**src/hdl/fcc_pkg.sv**
```systemverilog
// Package for the field current controller: register map, reset values,
// field layouts and loop constants.
// Assumes a 25 MHz system clock and a 32-bit APB register bus.
package fcc_pkg;

   // ==========================================================
   // Register byte addresses
   localparam logic [7:0] OFS_CONFIG       = 8'h00;
   localparam logic [7:0] OFS_STATUS       = 8'h04;
   localparam logic [7:0] OFS_FIELD_DEMAND = 8'h08;
   localparam logic [7:0] OFS_FIELD_FBK    = 8'h0C;
   localparam logic [7:0] OFS_FIRING       = 8'h10;
   localparam logic [7:0] OFS_IR_OUT       = 8'h14;
   localparam logic [7:0] OFS_IR_FACTOR    = 8'h18;
   localparam logic [7:0] OFS_EMF_SET      = 8'h1C;
   localparam logic [7:0] OFS_MAX_PRIMARY  = 8'h20;
   localparam logic [7:0] OFS_MAX_ECONOMY  = 8'h24;
   localparam logic [7:0] OFS_MIN_FIELD    = 8'h28;
   localparam logic [7:0] OFS_FBK_SCALE    = 8'h2C;

   // ==========================================================
   // Configuration register bit positions
   localparam int CFG_PARALLEL   = 0;
   localparam int CFG_EXTRA_SAFE = 1;
   localparam int CFG_AUTOTUNE   = 2;
   localparam int CFG_REDUCED_HY = 3;
   localparam int CFG_INC_FBK    = 4;
   localparam int CFG_IR_SOURCE  = 5;
   localparam int CFG_ECONOMY    = 6;
   localparam int CFG_SERIES_REQ = 7;
   localparam int CFG_LOCKOUT    = 8;

   // ==========================================================
   // Reset values
   localparam logic [10:0] RST_EMF_SET     = 11'h3E8;
   localparam logic [10:0] RST_MAX_PRIMARY = 11'h3E8;
   localparam logic [10:0] RST_MAX_ECONOMY = 11'h1F4;
   localparam logic [10:0] RST_MIN_FIELD   = 11'h1F4;
   localparam logic [7:0]  RST_FBK_SCALE   = 8'hCC;
   localparam logic [7:0]  RST_IR_FACTOR   = 8'h00;

   // ==========================================================
   // Value ranges and scaling
   localparam logic [10:0] VAL_MAX        = 11'h3E8;
   localparam logic [10:0] FIRE_MIN       = 11'h105;
   localparam logic [7:0]  SCALE_MIN      = 8'hC9;
   localparam logic [7:0]  SCALE_MAX      = 8'hD8;
   localparam logic [7:0]  SCALE_LOW_TOP  = 8'hCC;
   localparam int          IR_SHIFT       = 11;
   // Hysteresis in tenths of a percent of full current (1000)
   localparam logic [10:0] HYST_NORMAL    = 11'h010;
   localparam logic [10:0] HYST_REDUCED   = 11'h002;
   // Feedback rescale 1/1.6 as 5/8
   localparam logic [3:0]  INC_FBK_NUM    = 4'h5;
   localparam int          INC_FBK_SHIFT  = 3;

   // Feedback and demand inputs sampled each supply cycle
   typedef struct packed {
      logic signed [11:0] arm_voltage;
      logic signed [11:0] speed_err_int;
      logic signed [11:0] current_demand;
      logic signed [11:0] arm_current;
      logic        [10:0] field_fbk_raw;
      logic               ripple_high;
   } fcc_meas_t;

   typedef enum logic [1:0] {
      BR_FORWARD,
      BR_WAIT,
      BR_MARGIN,
      BR_REVERSE
   } fcc_bridge_t;

endpackage : fcc_pkg

```
**src/hdl/fcc_sat.sv**
```systemverilog
// Signed saturating clamp used by the IR, back-emf, voltage loop, demand and firing arithmetic.
// Assumes the limits satisfy lo <= hi.
module fcc_sat #(
   parameter int IW = 24,
   parameter int OW = 12
) (
   input  wire logic signed [IW-1:0] din,
   input  wire logic signed [OW-1:0] lo,
   input  wire logic signed [OW-1:0] hi,
   output logic      signed [OW-1:0] dout
);
   always_comb begin
      if (din < IW'(lo)) begin
         dout = lo;
      end else if (din > IW'(hi)) begin
         dout = hi;
      end else begin
         dout = din[OW-1:0];
      end
   end
endmodule : fcc_sat

```
**src/hdl/fcc_field_ctrl.sv**
```systemverilog
// Field current controller: bridge changeover options, IR compensation,
// back-emf voltage loop, field current loop and feedback scaling.
// Assumes synchronous measurement inputs and a supply-cycle strobe.
// Overview of operation
// RQ1 - Parallel bit selects parallel twelve-pulse bridge firing mode.
// RQ2 - Integrator sets lockout bit and cross-wires partner lockout for 4Q.
// RQ3 - Extra-safe bit adds one supply cycle before bridge changeover.
// RQ4 - Autotune adjusts gains from ripple; integral gain never touched.
// RQ5 - Autotune frozen while voltage spill-over loop is active.
// RQ6 - Autotune inactive in series twelve-pulse mode.
// RQ7 - Changeover hysteresis 1.6% normally, 0.2% when reduced bit set.
// RQ8 - Increased feedback bit rescales armature current by 1/1.6.
// RQ9 - Field error is demand minus feedback; loop output is firing angle.
// RQ10 - Field demand is voltage loop output clamped between min and max.
// RQ11 - Voltage loop gives max demand below setpoint, regulates above.
// RQ12 - Two maximum field values; economy selects the lower one.
// RQ13 - Back-emf is armature voltage minus IR compensation output.
// RQ14 - Firing angle ranges 261 to 1000.
// RQ15 - IR output is source times factor over 2048, source selectable.
// RQ16 - Demand and feedback 0 to 1000; IR output plus or minus 1000.
// RQ17 - Back-emf setpoint 0 to 1000, default 1000.
// RQ18 - Maximum field current 1 defaults to 1000.
// RQ19 - Maximum field current 2 defaults to 500, used in economy.
// RQ20 - Minimum field current defaults to 500, floor on demand.
// RQ21 - Feedback scale code 201 to 216, default 204, jumper range checked.
// RQ22 - Installer ensures supply phase rotation L1, L2, L3.
// RQ23 - Series bit latched from the request bit while disabled; forced 0 if bridge 2 on.
// RQ24 - Economy timeout selects maximum field 2 automatically.
// RQ25 - Loop arithmetic saturates at range limits.
module fcc_field_ctrl
   import fcc_pkg::*;
#(
   parameter int GAIN_W = 8
) (
   input  wire logic              sys_clk,
   input  wire logic              reset,
   input  wire logic              psel,
   input  wire logic              penable,
   input  wire logic              pwrite,
   input  wire logic [7:0]        paddr,
   input  wire logic [31:0]       pwdata,
   output logic      [31:0]       prdata,
   output logic                   pready,
   output logic                   pslverr,
   input  wire logic              supply_tick,
   input  wire logic              drive_enabled,
   input  wire logic              bridge2_quadrant_on,
   input  wire logic              economy_request,
   input  wire logic              partner_lockout_input,
   input  wire logic              feedback_range_jumper,
   input  wire fcc_meas_t         meas,
   output logic                   bridge_state_output,
   output logic                   parallel_mode,
   output logic                   series_mode,
   output logic [10:0]            field_firing_angle,
   output logic [GAIN_W-1:0]      autotune_gain,
   output logic                   scale_fault
);

   // ==========================================================
   // State
   typedef struct packed {
      logic [8:0]         cfg;
      logic               series;
      logic [7:0]         ir_factor;
      logic [10:0]        emf_set;
      logic [10:0]        max_primary;
      logic [10:0]        max_economy;
      logic [10:0]        min_field;
      logic [7:0]         fbk_scale;
      logic [10:0]        demand;
      logic [10:0]        fbk;
      logic [10:0]        fire;
      logic signed [11:0] ir_out;
      logic signed [11:0] vloop;
      logic [GAIN_W-1:0]  gain;
      fcc_bridge_t        bridge;
      logic [31:0]        rdata;
      logic               lock_s1;
      logic               lock_s2;
      logic               jmp_s1;
      logic               jmp_s2;
   } fcc_state_t;

   fcc_state_t st_ff;
   fcc_state_t nxt_st;

   // ==========================================================
   // Arithmetic with saturation
   logic signed [23:0] ir_raw;
   logic signed [11:0] ir_sat;
   logic signed [23:0] emf_raw;
   logic signed [11:0] emf_sat;
   logic signed [23:0] vl_raw;
   logic signed [11:0] vl_sat;
   logic signed [23:0] dm_raw;
   logic signed [11:0] dm_sat;
   logic signed [23:0] fr_raw;
   logic signed [11:0] fr_sat;
   logic signed [11:0] max_sel;
   logic signed [11:0] ir_src;
   logic signed [11:0] field_err;
   logic signed [11:0] arm_i;
   logic signed [11:0] hyst;
   logic               spill_active;
   logic               autotune_run;
   logic               wr_en;
   logic               rd_en;

   // RQ12 RQ24 economy selects max field 2
   assign max_sel = st_ff.cfg[CFG_ECONOMY] || economy_request ?
                    signed'({1'b0, st_ff.max_economy}) :
                    signed'({1'b0, st_ff.max_primary});

   // RQ15 IR source select
   assign ir_src = st_ff.cfg[CFG_IR_SOURCE] ? meas.current_demand : meas.speed_err_int;
   assign ir_raw = (24'(ir_src) * 24'(signed'({1'b0, st_ff.ir_factor}))) >>> IR_SHIFT;

   // RQ16 IR output range
   fcc_sat u_sat_ir (
      .din  (ir_raw),
      .lo   (-12'sh3E8),
      .hi   (12'sh3E8),
      .dout (ir_sat)
   );

   // RQ13 back-emf from armature voltage
   assign emf_raw = 24'(meas.arm_voltage) - 24'(st_ff.ir_out);
   fcc_sat u_sat_emf (
      .din  (emf_raw),
      .lo   (-12'sh3E8),
      .hi   (12'sh3E8),
      .dout (emf_sat)
   );

   // RQ11 integrating voltage loop, saturating at maximum field
   assign vl_raw = 24'(st_ff.vloop) - 24'((emf_sat - signed'({1'b0, st_ff.emf_set})) >>> 2);
   fcc_sat u_sat_vl (
      .din  (vl_raw),
      .lo   (12'sh000),
      .hi   (max_sel),
      .dout (vl_sat)
   );
   assign spill_active = (st_ff.vloop < max_sel);

   // RQ10 demand clamp between min and selected max
   assign dm_raw = 24'(vl_sat);
   fcc_sat u_sat_dm (
      .din  (dm_raw),
      .lo   ((st_ff.min_field < 11'(max_sel)) ? signed'({1'b0, st_ff.min_field}) : max_sel),
      .hi   (max_sel),
      .dout (dm_sat)
   );

   // RQ9 field error and firing loop, RQ14 angle limits
   assign field_err = signed'({1'b0, st_ff.demand}) - signed'({1'b0, st_ff.fbk});
   assign fr_raw = 24'(signed'({1'b0, st_ff.fire})) + 24'(field_err >>> 3);
   fcc_sat u_sat_fr (
      .din  (fr_raw),
      .lo   (signed'({1'b0, FIRE_MIN})),
      .hi   (signed'({1'b0, VAL_MAX})),
      .dout (fr_sat)
   );

   // RQ8 armature current rescale for raised burden
   assign arm_i = st_ff.cfg[CFG_INC_FBK] ?
                  12'((24'(meas.arm_current) * 24'(INC_FBK_NUM)) >>> INC_FBK_SHIFT) :
                  meas.arm_current;
   // RQ7 hysteresis choice
   assign hyst = signed'({1'b0, st_ff.cfg[CFG_REDUCED_HY] ? HYST_REDUCED : HYST_NORMAL});

   // RQ6 RQ5 autotune gating
   assign autotune_run = st_ff.cfg[CFG_AUTOTUNE] && !st_ff.series && !spill_active;

   assign wr_en = psel && penable && pwrite;
   assign rd_en = psel && !penable && !pwrite;

   // ==========================================================
   // Next state
   always_comb begin
      nxt_st = st_ff;
      nxt_st.lock_s1 = partner_lockout_input;
      nxt_st.lock_s2 = st_ff.lock_s1;
      nxt_st.jmp_s1 = feedback_range_jumper;
      nxt_st.jmp_s2 = st_ff.jmp_s1;

      // RQ23 series bit latched from the request bit in any cycle while the drive is disabled
      if (!drive_enabled && st_ff.cfg[CFG_SERIES_REQ] && !st_ff.series) begin
         nxt_st.series = !bridge2_quadrant_on;
         if (bridge2_quadrant_on) begin
            nxt_st.cfg[CFG_SERIES_REQ] = 1'b0;
         end
      end

      if (supply_tick) begin
         nxt_st.ir_out = ir_sat;
         nxt_st.vloop = vl_sat;
         nxt_st.demand = 11'(dm_sat);
         nxt_st.fire = 11'(fr_sat);
         // RQ21 feedback scaling by code
         nxt_st.fbk = 11'((24'(meas.field_fbk_raw) *
                          24'(st_ff.fbk_scale - SCALE_MIN + 8'h01)) >>> 4);
         if (nxt_st.fbk > VAL_MAX) begin
            nxt_st.fbk = VAL_MAX;
         end
         // RQ4 autotune steers proportional gain only
         if (autotune_run) begin
            if (meas.ripple_high && st_ff.gain != '0) begin
               nxt_st.gain = st_ff.gain - 1'b1;
            end else if (!meas.ripple_high && st_ff.gain != '1) begin
               nxt_st.gain = st_ff.gain + 1'b1;
            end
         end
         // RQ3 RQ7 bridge changeover with hysteresis and margin
         case (st_ff.bridge)
            BR_FORWARD: begin
               if (arm_i < -hyst && !(st_ff.cfg[CFG_LOCKOUT] && st_ff.lock_s2)) begin
                  nxt_st.bridge = BR_WAIT;
               end
            end
            BR_WAIT: begin
               nxt_st.bridge = st_ff.cfg[CFG_EXTRA_SAFE] ? BR_MARGIN : BR_REVERSE;
            end
            BR_MARGIN: begin
               nxt_st.bridge = BR_REVERSE;
            end
            BR_REVERSE: begin
               if (arm_i > hyst && !(st_ff.cfg[CFG_LOCKOUT] && st_ff.lock_s2)) begin
                  nxt_st.bridge = BR_FORWARD;
               end
            end
            default: begin
               nxt_st.bridge = BR_FORWARD;
            end
         endcase
      end

      // RQ25 setpoint, limit and scale register writes saturate; config and IR factor take the low bits
      if (wr_en) begin
         if (paddr == OFS_CONFIG) begin
            nxt_st.cfg = pwdata[8:0];
         end else if (paddr == OFS_IR_FACTOR) begin
            nxt_st.ir_factor = pwdata[7:0];
         end else if (paddr == OFS_EMF_SET) begin
            // RQ17 setpoint range
            nxt_st.emf_set = (pwdata > 32'(VAL_MAX)) ? VAL_MAX : pwdata[10:0];
         end else if (paddr == OFS_MAX_PRIMARY) begin
            nxt_st.max_primary = (pwdata > 32'(VAL_MAX)) ? VAL_MAX : pwdata[10:0];
         end else if (paddr == OFS_MAX_ECONOMY) begin
            nxt_st.max_economy = (pwdata > 32'(VAL_MAX)) ? VAL_MAX : pwdata[10:0];
         end else if (paddr == OFS_MIN_FIELD) begin
            nxt_st.min_field = (pwdata > 32'(VAL_MAX)) ? VAL_MAX : pwdata[10:0];
         end else if (paddr == OFS_FBK_SCALE) begin
            // RQ21 code range limits
            if (pwdata < 32'(SCALE_MIN)) begin
               nxt_st.fbk_scale = SCALE_MIN;
            end else if (pwdata > 32'(SCALE_MAX)) begin
               nxt_st.fbk_scale = SCALE_MAX;
            end else begin
               nxt_st.fbk_scale = pwdata[7:0];
            end
         end
      end

      // Read data latched in the setup cycle
      if (rd_en) begin
         nxt_st.rdata = '0;
         if (paddr == OFS_CONFIG) begin
            nxt_st.rdata = 32'(st_ff.cfg);
         end else if (paddr == OFS_STATUS) begin
            nxt_st.rdata = {24'h000000, st_ff.gain[0], scale_fault, spill_active,
                            autotune_run, st_ff.series, 1'b0, st_ff.bridge};
         end else if (paddr == OFS_FIELD_DEMAND) begin
            nxt_st.rdata = 32'(st_ff.demand);
         end else if (paddr == OFS_FIELD_FBK) begin
            nxt_st.rdata = 32'(st_ff.fbk);
         end else if (paddr == OFS_FIRING) begin
            nxt_st.rdata = 32'(st_ff.fire);
         end else if (paddr == OFS_IR_OUT) begin
            nxt_st.rdata = 32'(signed'(st_ff.ir_out));
         end else if (paddr == OFS_IR_FACTOR) begin
            nxt_st.rdata = 32'(st_ff.ir_factor);
         end else if (paddr == OFS_EMF_SET) begin
            nxt_st.rdata = 32'(st_ff.emf_set);
         end else if (paddr == OFS_MAX_PRIMARY) begin
            nxt_st.rdata = 32'(st_ff.max_primary);
         end else if (paddr == OFS_MAX_ECONOMY) begin
            nxt_st.rdata = 32'(st_ff.max_economy);
         end else if (paddr == OFS_MIN_FIELD) begin
            nxt_st.rdata = 32'(st_ff.min_field);
         end else if (paddr == OFS_FBK_SCALE) begin
            nxt_st.rdata = 32'(st_ff.fbk_scale);
         end
      end
   end

   always_ff @(posedge sys_clk) begin
      if (reset) begin
         st_ff             <= '0;
         // RQ18 RQ19 RQ20 register defaults
         st_ff.emf_set     <= RST_EMF_SET;
         st_ff.max_primary <= RST_MAX_PRIMARY;
         st_ff.max_economy <= RST_MAX_ECONOMY;
         st_ff.min_field   <= RST_MIN_FIELD;
         st_ff.fbk_scale   <= RST_FBK_SCALE;
         st_ff.ir_factor   <= RST_IR_FACTOR;
         st_ff.fire        <= FIRE_MIN;
         st_ff.bridge      <= BR_FORWARD;
      end else begin
         st_ff <= nxt_st;
      end
   end

   // ==========================================================
   // Outputs
   assign pready  = 1'b1;
   assign pslverr = 1'b0;
   assign prdata  = st_ff.rdata;
   // RQ1 parallel mode output
   assign parallel_mode       = st_ff.cfg[CFG_PARALLEL];
   assign series_mode         = st_ff.series;
   assign bridge_state_output = (st_ff.bridge != BR_FORWARD);
   assign field_firing_angle  = st_ff.fire;
   assign autotune_gain       = st_ff.gain;
   // RQ21 jumper range check
   assign scale_fault = (st_ff.fbk_scale > SCALE_LOW_TOP) != st_ff.jmp_s2;

   // ==========================================================
   // Checks
   a_fire_range: assert property (@(posedge sys_clk) disable iff (reset) // RQ14
      st_ff.fire >= FIRE_MIN && st_ff.fire <= VAL_MAX)
      else $error("firing angle out of range");
   a_demand_ceiling: assert property (@(posedge sys_clk) disable iff (reset) // RQ10
      supply_tick |=> st_ff.demand <= 11'($past(max_sel)))
      else $error("demand above selected maximum");
   a_ir_range: assert property (@(posedge sys_clk) disable iff (reset) // RQ16
      st_ff.ir_out <= 12'sh3E8 && st_ff.ir_out >= -12'sh3E8)
      else $error("IR output out of range");
   a_autotune_series: assert property (@(posedge sys_clk) disable iff (reset) // RQ6
      st_ff.series |=> $stable(st_ff.gain))
      else $error("autotune ran in series mode");
   a_autotune_spill: assert property (@(posedge sys_clk) disable iff (reset) // RQ5
      spill_active && !wr_en |=> $stable(st_ff.gain))
      else $error("autotune ran during spill-over");
   a_extra_margin: assert property (@(posedge sys_clk) disable iff (reset) // RQ3
      st_ff.bridge == BR_WAIT && supply_tick && st_ff.cfg[CFG_EXTRA_SAFE]
      |=> st_ff.bridge == BR_MARGIN)
      else $error("margin cycle skipped");
   a_series_block: assert property (@(posedge sys_clk) disable iff (reset) // RQ23
      !drive_enabled && bridge2_quadrant_on && !st_ff.series |=> !st_ff.series)
      else $error("series enabled with bridge 2");
   a_scale_range: assert property (@(posedge sys_clk) disable iff (reset) // RQ21
      st_ff.fbk_scale >= SCALE_MIN && st_ff.fbk_scale <= SCALE_MAX)
      else $error("scale code out of range");

endmodule : fcc_field_ctrl

```
**config.mk**
```make
export PLATFORM = sky130hd
export DESIGN_NAME = fcc_field_ctrl
export DESIGN_NICKNAME = d
export VERILOG_FILES = /design/src/hdl/fcc_pkg.sv /design/src/hdl/fcc_sat.sv /design/src/hdl/fcc_field_ctrl.sv
export SDC_FILE = /design/constraint.sdc
export NUM_CORES = 1
export LEC_CHECK = 0
export BUFFER_PORTS_ARGS = -buffer_cell sky130_fd_sc_hd__buf_4
export CORE_MARGIN = 1
export CORE_UTILIZATION = 56
export DETAILED_ROUTE_END_ITERATION = 6
export HOLD_SLACK_MARGIN = 0.1
export PLACE_DENSITY = 0.8
export SLEW_MARGIN = 20
export SYNTH_ARGS = -nofsm -noshare
export SYNTH_HDL_FRONTEND = slang
export SYNTH_SLANG_ARGS = --single-unit
```
**constraint.sdc**
```tcl
create_clock -name sys_clk -period 9.4 [get_ports sys_clk]
set_input_delay 0.94 -clock sys_clk [delete_from_list [all_inputs] [get_ports sys_clk]]
set_output_delay 0.94 -clock sys_clk [all_outputs]
set_load 0.1 [all_outputs]
```
# Yosys cells after proc, flatten, opt, wreduce, memory -nomap -nowiden

Cells that the tools add are included.

Equality and inequality tests: 18
Muxes and demuxes: 41
Reduce and logical (&&, ||, !) cells: 36
$lt $le $gt $ge: 19
Bitwise gates (word level): 6
Multiply operators: 3
Add/sub/neg operators: 10

Operators by type and width:

| operator              | count |
|---|---|
| $mux 32               | 6 |
| $mux 11               | 13 |
| $mux 12               | 8 |
| $mux 8                | 7 |
| $lt 12x12->1          | 3 |
| $eq 8x5->1 const B    | 4 |
| $eq 8x6->1 const B    | 4 |
| $gt 32x10->1 const B  | 1 |
| $gt 32x8->1 const B   | 1 |
| $lt 32x8->1 const B   | 1 |
| $gt 13x11->1 const B  | 2 |
| $sub 12x12->13        | 2 |
| $mul 12x9->21         | 1 |
| $eq 8x4->1 const B    | 2 |
| $mul 12x10->15        | 1 |
| $mul 12x4->15 const B | 1 |
| $add 12x9->13         | 1 |
| $gt 13x12->1          | 1 |
| $logic_and 1x1->1     | 13 |
| $lt 13x1->1 const B   | 1 |
| $lt 13x10->1 const B  | 1 |
| $lt 13x11->1 const B  | 1 |
| $sub 12x11->13        | 1 |
| $gt 12x12->1          | 1 |
| 36 further kinds      | 56 |

Bits of input ports: 111
Logic and storage cells: 154
Bits in registers: 173

# Logic depth before layout (Yosys ltp)

Gate-level depths: netlist of run 1.

Word-level depth: 13
Mapped depth: 48
Depth with buffers taken out: 46

# Hierarchy

Synthesis of run 1 repeated with hierarchy kept, for this count alone.

Cell total of the unflattened synthesis: 2973
Area total of the unflattened synthesis: 24673.7 um^2

By module, submodules not included:

| module                 | instances | sequential area each (um^2) | cells each | area each (um^2) |
|---|---|---|---|---|
| fcc_field_ctrl         | 1         | 3062.9                      | 2113       | 17670.7 |
| fcc_sat (u_sat_dm ...) | 4         | 0.0                         | 172        | 1392.6 |
| fcc_sat (u_sat_vl)     | 1         | 0.0                         | 172        | 1432.6 |

# Worst setup path before layout of run 1

OpenSTA, ideal clock, no wires.

Path kind: input to register
Start point: input meas[48] in the netlist's numbering
End point: register st_ff[92] in the netlist's numbering
Setup slack: -654 ps
Library setup time: 91 ps
Stages: 44
Data arrival time: 9963 ps
Path buffers: 2
Cells stage by stage: inv_1 -> ha_1 -> fa_1 -> and2b_1 -> o211ai_1 -> and3_1 -> or4_4 -> a2111oi_2 -> a311oi_1 -> o2bb2a_1 -> nor2_1 -> ha_1 -> or3_1 -> o31a_1 -> or2_1 -> a21oi_1 -> xor2_1 -> ha_1 -> (+8 left out) -> o21ai_0 -> a2111oi_0 -> o31a_1 -> nand2_1 -> buf_2 -> mux2i_1 -> and2_1 -> ha_1 -> nor2b_1 -> o21a_1 -> o21a_1 -> o21a_1 -> o21ai_0 -> a211oi_1 -> o21ai_1 -> clkbuf_1 -> a31oi_1 -> a311oi_1

Longest elaborated chain between the ends: 12
Elaborated cells between the ends (all ways): 15
Those cells by class: add/sub: 3; order compare: 6; mux: 6

RTL lines:

| what                      | RTL line              | text |
|---|---|---|
| start: declaration        | fcc_field_ctrl.sv:51  | `input wire fcc_meas_t meas,` |
| $sub 12x12->13 *          | fcc_field_ctrl.sv:128 | `assign emf_raw = 24'(meas.arm_voltage) - 24'(st_ff.ir_out);` |
| $gt 13x11->1              | fcc_sat.sv:15         | `end else if (din > IW'(hi)) begin` |
| $mux 12                   | fcc_sat.sv:15         |  |
| $mux 12 *                 | fcc_sat.sv:13         | `if (din < IW'(lo)) begin` |
| $sub 12x12->13 *          | fcc_field_ctrl.sv:137 | `assign vl_raw = 24'(st_ff.vloop) - 24'((emf_sat - signed'({1'b0, st_ff.emf_set})) >>> 2);` |
| $sub 12x11->13 *          | fcc_field_ctrl.sv:137 |  |
| $gt 13x12->1              | fcc_sat.sv:15         |  |
| $mux 12                   | fcc_sat.sv:15         |  |
| $mux 12 *                 | fcc_sat.sv:13         |  |
| named net u_sat_dm.din[1] | fcc_sat.sv:7          | `input wire logic signed [IW-1:0] din,` |
| $gt 12x12->1              | fcc_sat.sv:15         |  |
| $mux 11                   | fcc_sat.sv:15         |  |
| $mux 11 *                 | fcc_sat.sv:13         |  |
| end signal: assignment    | fcc_field_ctrl.sv:310 | `st_ff <= nxt_st;` |
| end: declaration          | fcc_field_ctrl.sv:85  | `fcc_state_t st_ff;` |

The timed path passes the listed nets; every way through them passes the cells marked *.
A chain may end at the register's enable or synchronous reset.

# Worst setup path after layout of run 1

Start point: input meas[48] in the netlist's numbering
End point: register st_ff[100] in the netlist's numbering

Same word-level chain as after synthesis.

==> out/metrics.cfg, run 1 <==
[clock_network]
cts_buffer_depth=2
cts.sinks=152
cts_tree=built
htree_levels=4
insertion_delay_ns=0.45
clockRootBuffer=clkbuf_16
path_clk_slew_ns=0.07
cts_buffers=17
ctsHoldBuffers=0

[timing]
tightest_slew_ns=1.10
worst_clock_skew_ns=0.0148
final_max_slew_viol_count=0
rsz0062_at_grt=yes
max_freq_mhz=107
final.period_utilization_pct=99.9
hold_violations=0
finalSetupViolCount=0
slew-limit-headroom_pct=26.3
finalCriticalPeriod_ns=9.39

[synthesis]
synthTopCellsByArea=dfxtp_1 16%, fa_1 15%, ha_1 14%
async_reset_ff_share_pct=0
avgSynthCellArea_um2=8.16
yosys.area.top_type_share_pct=15.9
ys_seq_elements=152
synth-edff-count=0
ys_types=95
synth_top_cell_by_area=dfxtp_1
synth_fp_nets=2809
synthFlopType=dfxtp_1
yosysWarnings=0
netlist_area_um2=19100
synthCells=2339
yosysSeqAreaShare_pct=15.9

[worst_setup_path]
critPathSlowestCell=a2111oi_0
r2r-end=st_ff[100]$_SDFFE_PP0P_
cp.arrival_ns=9.74
worst_setup_path_end_kind=flip-flop
rrSetupSlack_ns=0.16
r2r_start=st_ff[58]$_SDFFE_PP0P_
worstRegToRegCells=40
crit_required_ns=9.75
cp_max_fo=6
start_kind=primary input
max_stage_delay_ns=0.55
crit_path_frequent_cell=ha_1
criticalPathCategory=primary input to flip-flop

[finish]
finish.utilization_pct=66.9
drive_gt1_share_pct=18.8
layout_common_cells=292 x buf_4, 266 x inv_1, 234 x nand2_1
final.fill_count=2730
antenna_cells=0
areaGrowthSynthToFinish_pct=17.4
final_common_cell=buf_4
nNetsFinal=3003

[power_and_ir_drop]
p_total_w=0.00437
p_leak_nw=10.6
vdd_drop_max_mv=0.182
power.density_nw_per_um2=195

[min_path]
hp-class=flip-flop to flip-flop
hold_start=nxt_st[0]$_SDFF_PP0_
min_path_cells=1
min_to=st_ff[0]$_SDFF_PP0_

[global_routing]
grt_pass1_vias=17700
grt_pass1_wl_mm=90.3
grt_max_degree=58
gr-total-overflow=0
antenna_found_initial=0
groute.usage.overall_pct=31.9

[route]
vias=18300
ant_nets=0
drtIter0Drc=1529
drc=0
drt_wl_total_mm=56.7
viasPerCell=6.11
wl_per_cell_um=19.0
dr.pass1.iters=7

[die]
io_pins=168
die_y_um=187
die_x_um=187
core_area_um2=33500
row_count=67
initial_core_util_pct=56.9
die-area_um2=34800

[job]
maxCapViolCount=0

[outcome]
status=finished, final reports clean

[placed_design]
gp_congestion=0.970
hpwl_mm=44.4
io_buffers=165

==> synthesized netlist by cell type, drive strengths merged (7+ instances only) <==
master   count
o21bai       8
a222oi       8
a21boi      10
a211oi      20
and3        14
o21ai       97
nand3       32
o211ai      33
mux2i       46
mux2        24
nor3        38
a22oi        8
or3         17
nor2b       38
fa         141
a21oi      115
nand2b      25
dfxtp      152
a221oi      19
a21o        27
ha         218
o32a         9
inv        268
nand2      237
xor2        25
or4          9
or2         14
o41ai        7
o21a        24
o31a        11
clkbuf      67
a31oi       18
and2        99
a31o         7
nor4        12
o31ai       15
a2111oi      8
nand4       19
a22o        11
xnor2       55
o22ai        9
a311oi       8
buf         61
nor2       178
==> layer usage <==
metal | up-vias | wire, um | track usage [%]
met5 | - | 0 | 0
met4 | 0 | 2050 | 11.1
met3 | 159 | 4680 | 4.95
met2 | 845 | 27200 | 54.8
met1 | 8837 | 22800 | 40.7
li1 | 8459 | - | -
==> power by group <==
| group | internal (W) | switching (W) |
|---|---|---|
| combinational | 0.00135 | 0.00153 |
| sequential | 0.000697 | 0.0000686 |
| clock | 0.000368 | 0.000353 |
==> worst max-delay path by stage <==
stage / startpoint / endpoint / slack [ns]
floorplan: meas[48] / st_ff[101]$_SDFFE_PP0P_ / -0.12
global placement: meas[48] / st_ff[96]$_SDFFE_PP0P_ / -0.27
detailed placement: meas[48] / st_ff[97]$_SDFFE_PP0P_ / -0.53
CTS: meas[48] / st_ff[97]$_SDFFE_PP0P_ / 0.009
global route: meas[48] / st_ff[101]$_SDFFE_PP0P_ / -0.41
finish: meas[48] / st_ff[100]$_SDFFE_PP0P_ / 0.01
==> per-stage QoR <==
step           hold slack [ns]  cells  setup TNS [ns]  area [um2]  setup slack, ns
5_1_grt                  0.481   2994           -3.85       22400           -0.406
2_1_floorplan            0.414   2339           -1.09       19200           -0.118
4_1_cts                  0.457   2977               0       21900          0.00908
3_3_place_gp             0.422   2944           -2.69       21200           -0.272
6_report                 0.457   2994               0       22400           0.0123
3_5_place_dp             0.444   2944           -5.32       21200           -0.533
==> state kept, by name, indices dropped and copies added (netlist names) <==
signal              count
autotune_gain           8
field_firing_angle     11
nxt_st                  2
parallel_mode           1
prdata                 12
series_mode             1
st_ff                 117
==> critical path: cells and delay by family <==
| family | cells | cell delay, ns |
|---|---|---|
| AO/OA/AOI/OAI | 19 | 3.90 |
| XOR/XNOR | 2 | 0.45 |
| adder cells (fa/ha/maj) | 6 | 1.66 |
| buffers and inverters | 4 | 0.45 |
| multiplexers | 1 | 0.21 |
| AND/OR/NAND/NOR | 10 | 2.09 |
==> timing repair <==
action / in CTS / in global routing
pin swaps: 2 / 53
cloned: 0 / 2
endpoints found under the setup margin: 10 / 11
gates resized for setup: 8 / 103
buffers inserted: 1 / 15
==> cell type report <==
class	instances	area (um2)	share of cell area (%)
repair buffers	303	2320	10.3
inverters	269	1020	4.57
well taps	448	561	2.50
flip-flops and latches	152	3040	13.6
multi-input cells	1790	14800	66.2
clock buffers	17	425	1.90
clock inverters	15	211	0.943
==> cells by family (layout without fill, tap and decap cells) <==
| group | count (synthesis) | in the layout | synth area share [%] |
|---|---|---|---|
| buf+inv | 397 | 604 | 8.91 |
| other cells | 2 | 2 | 0.0393 |
| flops | 152 | 152 | 15.9 |
| simple gates | 763 | 763 | 19.6 |
| xor+xnor | 81 | 81 | 3.87 |
| mux | 70 | 70 | 3.83 |
| compound gates | 515 | 515 | 18.7 |
| fa+ha+maj | 359 | 359 | 29.1 |
No activity file was read; power rests on OpenSTA's default activity.
==> inputs of run 2 (changes only) <==
CORE_UTILIZATION = 30   (was 56)
PLACE_DENSITY = 0.48   (was 0.8)
REMOVE_ABC_BUFFERS = 1   (was not set)
==> out/metrics.cfg, run 2 (same netlist as run 1, synthesis figures left out) <==
[die]
die_y_um=254  ; +36%
die_x_um=254  ; +36%
core_area_um2=63000  ; +88%
die-area_um2=64600  ; +86%
initial_core_util_pct=30.3  ; -27 points
row_count=92  ; +37%
io_pins=168  ; unchanged

[timing]
finalCriticalPeriod_ns=9.27  ; -0.117 ns
max_freq_mhz=108  ; +1.3%
final.period_utilization_pct=98.6  ; -1.2 points
worst_clock_skew_ns=0.0203  ; +0.00552 ns
final_max_slew_viol_count=0  ; unchanged
finalSetupViolCount=0  ; unchanged
tightest_slew_ns=1.33  ; +0.231 ns
rsz0062_at_grt=yes
slew-limit-headroom_pct=8.59  ; -18 points
hold_violations=0  ; unchanged

[global_routing]
grt_pass1_wl_mm=99.2  ; +9.8%
gr-total-overflow=0  ; unchanged
grt_pass1_vias=17900  ; +1.2%
antenna_found_initial=0  ; unchanged
grt_max_degree=44  ; -24%
groute.usage.overall_pct=19.5  ; -12 points

[clock_network]
clockRootBuffer=clkbuf_16
cts_tree=built
path_clk_slew_ns=0.08  ; about the same
insertion_delay_ns=0.45  ; about the same
cts.sinks=152  ; unchanged
cts_buffers=17  ; unchanged
htree_levels=4  ; unchanged
cts_buffer_depth=2  ; unchanged

[worst_setup_path]
worstRegToRegCells=46  ; +15%
r2r_start=st_ff[58]$_SDFFE_PP0P_
start_kind=primary input
r2r-end=st_ff[93]$_SDFFE_PP0P_
rrSetupSlack_ns=0.27  ; +0.11 ns
crit_required_ns=9.75  ; about the same
crit_path_frequent_cell=buf_6
critPathSlowestCell=or4_4
worst_setup_path_end_kind=flip-flop
criticalPathCategory=primary input to flip-flop
cp_max_fo=7  ; +1
max_stage_delay_ns=0.56  ; about the same
cp.arrival_ns=9.62  ; -0.12 ns

[finish]
layout_common_cells=351 x buf_4, 264 x inv_1, 236 x nand2_1
largest-register=st_ff
areaGrowthSynthToFinish_pct=22.7
largest_register_ffs=117  ; unchanged
final_common_cell=buf_4
finalNonFillerCells=3453  ; +15%
nNetsFinal=3063  ; +2.0%
final.fill_count=6503  ; +140%
fin_area_um2=23400  ; +4.5%
drive_gt1_share_pct=21.0  ; +2.2 points

[power_and_ir_drop]
p_leak_nw=10.9  ; +2.9%
vdd_drop_max_mv=0.168  ; -7.6%
power.density_nw_per_um2=197  ; +0.92%

[placed_design]
hpwl_mm=50.5  ; +14%
gp_congestion=0.878  ; -9.5%
io_buffers=165  ; unchanged
post_dp_cell_area_um2=21900  ; +3.3%
dpl.cell_count=3380  ; +15%

[route]
wl_per_cell_um=18.3  ; -3.3%
drt_wl_total_mm=63.3  ; +12%
vias=17900  ; -2.3%
dr.pass1.iters=6  ; -1
drtIter0Drc=1146  ; -25%
drc=0  ; unchanged
viasPerCell=5.18  ; -15%
ant_nets=0  ; unchanged

[min_path]
min_path_cells=1  ; unchanged
hp-class=flip-flop to flip-flop
min_to=st_ff[0]$_SDFF_PP0_
hold_start=nxt_st[0]$_SDFF_PP0_

[job]
maxCapViolCount=0  ; unchanged

[outcome]
status=finished, final reports clean

run 2: changes by cell type in the layout (fill, tap and decap cells not counted), sizes merged:
cell,previous run,this run
buf,303,363
diode,0,1
run 2: critical path, delay by kind of cell:
kind / cells / cell delay [ns]
compound gates: 21 / 3.79
xor+xnor: 2 / 0.40
fa+ha+maj: 6 / 1.53
buf+inv: 8 / 0.92
mux: 1 / 0.21
simple gates: 10 / 1.78
run 2: cell type report:
| cell class | instances | area (um2) | share of cell area, % |
|---|---|---|---|
| multi-input cells | 1790 | 14900 | 63.5 |
| repair buffers | 363 | 2800 | 11.9 |
| clock buffers | 17 | 425 | 1.82 |
| flip-flops and latches | 152 | 3040 | 13.0 |
| inverters | 269 | 1020 | 4.34 |
| clock inverters | 15 | 196 | 0.839 |
| diodes | 1 | 2.50 | 0.0107 |
| well taps | 846 | 1060 | 4.52 |
run 2: per-layer routing:
metal  global-route usage [%]  share of wire [%]
met5                        0                  0
met3                     1.43                4.0
met4                     4.25                1.9
met1                     26.3                 46
met2                     33.9                 48
run 2: power breakdown:
part / total, W / internal (W) / switching (W)
clock: 0.000718 / 0.000364 / 0.000354
combinational: 0.00312 / 0.00151 / 0.00161
sequential: 0.000767 / 0.000697 / 0.0000708
run 2: worst max path at each step:
stage	from	endpoint	slack (ns)	cells after the start
finish	meas[48]	st_ff[93]$_SDFFE_PP0P_	0.13	48
global route	meas[48]	st_ff[102]$_SDFFE_PP0P_	-0.31	45
CTS	meas[48]	st_ff[97]$_SDFFE_PP0P_	0.002	46
detailed placement	meas[48]	st_ff[97]$_SDFFE_PP0P_	-1.05	46
global placement	meas[48]	st_ff[101]$_SDFFE_PP0P_	-0.76	46
floorplan	prdata[30]$_SDFFE_PP0P_	prdata[11]	-5.35	0
run 2: repair_timing:
item / CTS / global route
gates cloned: 0 / 1
buffers inserted: 14 / 26
hold buffers: 0 / 0
pin swaps: 14 / 50
gates resized for setup: 35 / 102
endpoints found under the hold margin: 0 / 0
setup endpoints to repair: 11 / 11
run 2: per-stage QoR:
step	worst slack, ns	total power, W	setup TNS (ns)	util, %	hold slack [ns]
CTS	0.00208	0.00421	0	36.2	0.451
floorplan	-5.35	0.00238	-126.23	-	0.414
finish	0.129	0.00461	0	37.2	0.449
global placement	-0.764	0.00330	-8.18	34.8	0.438
detailed placement	-1.05	0.00334	-10.61	34.8	0.440
global route	-0.313	0.00493	-2.79	37.2	0.471
